==> src/core/sfrec_timer.sv <==
`timescale 1ns/100ps
`default_nettype none
module sfrec_timer #(
    parameter int TW = 20
) (
    input  wire logic          clk,
    input  wire logic          rst_n,
    input  wire logic          restart,
    input  wire logic          run,
    input  wire logic [TW-1:0] limit,
    output logic               expired
);
    logic [TW-1:0] cnt_r;

    // a restart always reloads, so a stale count never leaks into a new wait
    always_ff @(posedge clk or negedge rst_n) begin
        if (!rst_n) begin
            cnt_r   <= '0;
            expired <= 1'b0;
        end else if (restart || !run) begin
            cnt_r   <= '0;
            expired <= 1'b0;
        end else begin
            expired <= (cnt_r == limit - TW'(1));
            if (cnt_r != limit)
                cnt_r <= cnt_r + TW'(1);
        end
    end
endmodule : sfrec_timer
`default_nettype wire

==> config.mk <==
export PLATFORM = sky130hd
export DESIGN_NAME = sfrec_timer
export DESIGN_NICKNAME = d
export VERILOG_FILES = /design/src/core/sfrec_timer.sv
export SDC_FILE = /design/constraint.sdc
export NUM_CORES = 1
export LEC_CHECK = 0
export BUFFER_PORTS_ARGS = -buffer_cell sky130_fd_sc_hd__buf_2
export CAP_MARGIN = 20
export CORE_MARGIN = 5
export CORE_UTILIZATION = 63
export CTS_CLUSTER_DIAMETER = 30
export DETAILED_ROUTE_END_ITERATION = 8
export GPL_TIMING_DRIVEN = 0
export PLACE_DENSITY = 0.95
export SLEW_MARGIN = 20
export SYNTH_ARGS = -nofsm -noshare
export SYNTH_HDL_FRONTEND = slang
export SYNTH_SLANG_ARGS = --single-unit
==> constraint.sdc <==
create_clock -name clk -period 7 [get_ports clk]
set_clock_uncertainty 0.15 [all_clocks]
set_input_delay 0 -clock clk [delete_from_list [all_inputs] [get_ports clk]]
set_output_delay 0 -clock clk [all_outputs]
set_load 0.03 [all_outputs]
======== After elaboration in Yosys (flattened, before gate mapping) ========
Cells that the tools add are included.
word-level totals
  ROM bits ................................ 0
  logic and storage cells ................. 12
  input port bits ......................... 24
  memories ................................ 0
  bits in registers ....................... 21
  memory bits (writable) .................. 0
  bits in latches ......................... 0
cells by class
  eq/ne operators ......................... 2
  muxes and demuxes ....................... 3
  $mul .................................... 0
  bitwise logic cells ..................... 0
  magnitude comparators ................... 0
  add/sub/neg operators ................... 2
  shifts and indexed selects .............. 0
  div/mod/pow operators ................... 0
  reduce and logical (&&, ||, !) cells .... 3
operators by type and width
  kind                   number
  $mux 20                2
  $add 20x1->20 const B  1
  $eq 20x20->1           1
  $ne 20x20->1           1
  $sub 20x1->20 const B  1
  $reduce_bool 2->1      1
  $logic_not 1->1        1
  $logic_or 1x1->1       1
  $mux 1                 1

======== Longest topological paths before layout ========
  depth in word-level cells ............... 3
  gate-level depth with buffers ........... 9
  depth with buffers taken out ............ 8

======== Worst setup path after synthesis ========
Ideal clock, no wire load.
  path type ............................... reg2reg
  from .................................... reg cnt_r[18]
  to ...................................... reg cnt_r[3]
  arrival time ............................ 1.937 ns
  period minus slack after synthesis ...... 2.206 ns
  cell stages (with the launch flop) ...... 9
  setup slack ............................. 4.794 ns
  required time ........................... 6.731 ns
  library setup time ...................... 0.119 ns
  cell sequence ........................... dfrtp_1 -> xnor2_1 -> nand4b_1 -> nor3_2 -> and4_1 -> buf_4 -> buf_4 -> nor3_1 -> o21a_1
between the ends
  cells in the longest elaborated chain, start to end .. 2
ends and longest elaborated chain
  element                             line  text
  start, declared                     13    logic [TW-1:0] cnt_r;
  start signal, assigned              26    cnt_r <= cnt_r + TW'(1);
  $ne 20x20->1                        25    if (cnt_r != limit)
  $reduce_bool 2->1 (no source line)  --
No other way between the ends.
A chain may end at the register's enable or synchronous reset.

======== Final worst setup path ========
  from .................................... reg cnt_r[3]
  to ...................................... reg expired
between the ends
  cells in the longest elaborated chain, start to end .. 2
ends and longest elaborated chain
  element               line  text
  $eq 20x20->1          24    expired <= (cnt_r == limit - TW'(1));
  $mux 1                20    end else if (restart || !run) begin
  end signal, assigned  24
  end, declared         11    output logic expired
No other way between the ends.

==> impl_metrics.env <==
export IMPL_setup_viol=0
export IMPL_maxCapViolCount=0
export IMPL_grt_pass1_wl_um=9100
export IMPL_syn_num_nets=272
export IMPL_status="finished, final reports clean"
export IMPL_clk_pin_slew_ns=0.12
export IMPL_path_cells="buf_2 > xor2_1 > xor2_1 > or4_1 > nor4_1 > nand4_1 > a2111oi_2 > dlygate4sd3_1"
export IMPL_start_kind="flip-flop"
export IMPL_wl_per_cell_um=16.7
export IMPL_rsz0062_at_grt="false"
export IMPL_p_leak_nw=0.893
export IMPL_root_buffer="clkbuf_4"
export IMPL_drc=0
export IMPL_crit_start="cnt_r[3]"
export IMPL_synth_top_family_by_area="simple AND/OR/NAND/NOR gates"
export IMPL_synth_area_um2=2080
export IMPL_maxSlewHeadroom=0.529
export IMPL_drtPass1Iterations=4
export IMPL_busiest_layer="met2"
export IMPL_fmax_mhz=344
export IMPL_htreeDepth=1
export IMPL_mostFrequentLayoutCell="buf_2"
export IMPL_synthXorXnorAreaFrac=0.143
export IMPL_critical_path_class="reg2reg"
export IMPL_avgSynthCellArea_um2=8.46
export IMPL_antenna_found_initial=0
export IMPL_gr_usage_met2=0.445
export IMPL_synth_adder_area_share=0.0120
export IMPL_viasPerCell=6.60
export IMPL_synth_simple_gate_area_frac=0.357
export IMPL_fin_nets=300
export IMPL_synth_compound_area_frac=0.176
export IMPL_drtIter0Drc=229
export IMPL_die_area_um2=4550
export IMPL_synth_area_leaders="dfrtp_1 (25%), xnor2_1 (8.4%), xor2_1 (5.9%)"
export IMPL_ys_seq_elements=21
export IMPL_crit_path_frequent_cell="xor2_1"
export IMPL_grt_use_met3=0.0333
export IMPL_gr_total_overflow=0
export IMPL_cts_buffers=3
export IMPL_antenna_cells=0
export IMPL_gp_congestion=0.875
export IMPL_final_cell_mix="buf_2 (24), dfrtp_1 (21), xnor2_1 (20)"
export IMPL_max_stage_delay_ns=0.61
export IMPL_vias=2092
export IMPL_powerDensity_nw_per_um2=101
export IMPL_die_h_um=67.5
export IMPL_critPathRequiredTime_ns=7.11
export IMPL_core_area_um2=3100
export IMPL_yosysTopAreaCell="dfrtp_1"
export IMPL_grt_use_met1=0.332
export IMPL_cp_end_kind="flip-flop"
export IMPL_grt_pass1_vias=1997
export IMPL_rows=20
export IMPL_layout_area_overhead_vs_synth_pct=10.2
export IMPL_ys_warn_count=0
export IMPL_yosysSeqAreaShare=0.253
export IMPL_slowest_stage="dlygate4sd3_1"
export IMPL_min_period_ns=2.91
export IMPL_io_pins=25
export IMPL_r2r_start="cnt_r[3]"
export IMPL_clock_sinks=21
export IMPL_netlist_instances=246
export IMPL_clock_path_buffers=2
export IMPL_portBuffers=20
export IMPL_synthMuxAreaShare=0
export IMPL_grt_total_usage=0.262
export IMPL_tightest_slew_ns=0.696
export IMPL_tns_ns=0
export IMPL_ys_types=62
export IMPL_critical_path_peak_fanout=8
export IMPL_place_hpwl_um=4130
export IMPL_ir_drop_mv=0.0817
export IMPL_start_util=0.671
export IMPL_insertion_delay_ns=0.32
export IMPL_postCtsSetupBuffers=0
export IMPL_wl_um=5300
export IMPL_period_share=0.415
export IMPL_synth_edf_count=0
export IMPL_die_w_um=67.5
export IMPL_async_flop_share=1.00
export IMPL_timing_hold_ws_ns=0.00316
export IMPL_final_core_util=0.739
export IMPL_synth_ff_type="dfrtp_1"
export IMPL_grt_max_degree=22
export IMPL_detail_route_antenna_nets=0
export IMPL_drive_gt1_frac=0.183
export IMPL_synth_top_area_share=0.253
export IMPL_crit_family="simple AND/OR/NAND/NOR gates"
export IMPL_cts_tree="built"
export IMPL_hold_viol=0
export IMPL_min_path_type="in2async"
export IMPL_cp_num_buf_inv=2
export IMPL_slew_viol_final=0
export IMPL_critPathArrivalTime_ns=3.02
-- metal layers --
layer  part of all wire  routed length (um)
met1               0.41                2180
met2               0.50                2660
met4              0.021                 112
met3              0.065                 344
met5                  0                   0
-- report_power, final --
part,internal [mW],leakage (nW),switching (mW)
clock network,0.0214,0.0177,0.0385
logic,0.0195,0.582,0.0288
registers,0.122,0.292,0.000888
total,0.163,0.893,0.0682
-- sequential cells by signal (all words and copies together) (netlist names) --
| name | flops |
|---|---|
| expired | 1 |
| cnt_r | 20 |
-- cell type report --
class	count	area [um^2]
plain buffers	18	104
well taps	44	55.1
clock inverters	1	5.00
repair buffers	23	130
fillers	271	810
inverters	5	18.8
flip-flops and latches	21	526
clock buffers	3	22.5
multi-input cells	202	1430
-- what timing repair did --
item	CTS	global route
gates resized for setup	0	0
hold buffers	3	0
hold endpoints to repair	22	0
-- synthesized netlist by cell type (all sizes together), types with 3 or more instances --
cell type and n:
nand2b 4, and4 4, o31ai 8, nor3 9, buf 9, or3 4, o21ai 6, clkbuf 9
nand4 7, and3 4, a211oi 4, nand3b 3, or4 10, nor4 7, xnor2 20, inv 5
o21a 5, a21oi 12, xor2 14, nor2 17, or3b 3, nand2 16, nand4b 3, nor4b 3
dfrtp 21, nand3 10
-- final timing paths --
check	slack, ns	endpoint	depth (start not counted)
worst max-delay path	4.09	expired	8
worst min-delay path	0.003	cnt_r[9]	2
min in group clk	0.02	cnt_r[3]	4
worst min register to register	0.43	cnt_r[19]	2
worst max register to register	4.09	expired	8
max in group asynchronous	6.37	cnt_r[10]	2
-- worst reg2reg max path: cells and delay by family (launching register included) --
kind / cells / cell delay [ns]
and+or+nand+nor: 3 / 0.95
DFF: 1 / 0.37
AOI/OAI and AO/OA: 1 / 0.25
xor gates and xnor gates: 2 / 0.36
buffers and inverters: 2 / 0.77
-- logic make-up (layout without fill, tap and decap cells) --
group | after synthesis | in the layout
adder cells (fa/ha/maj) | 2 | 2
AND/OR/NAND/NOR | 114 | 114
AO/OA/AOI/OAI | 52 | 52
flip-flops | 21 | 21
buffers and inverters | 23 | 50
XOR/XNOR | 34 | 34
-- stage by stage --
step | cell area (um^2) | power, mW | worst slack (ns) | cells
floorplan | 2080 | 0.153 | 4.79 | 246
global placement | 2240 | 0.170 | 4.29 | 310
detailed placement | 2240 | 0.172 | 4.25 | 310
CTS | 2290 | 0.232 | 4.08 | 317
global route | 2290 | 0.245 | 3.99 | 317
finish | 2290 | 0.231 | 4.09 | 317
No activity file was read; power rests on OpenSTA's default activity.
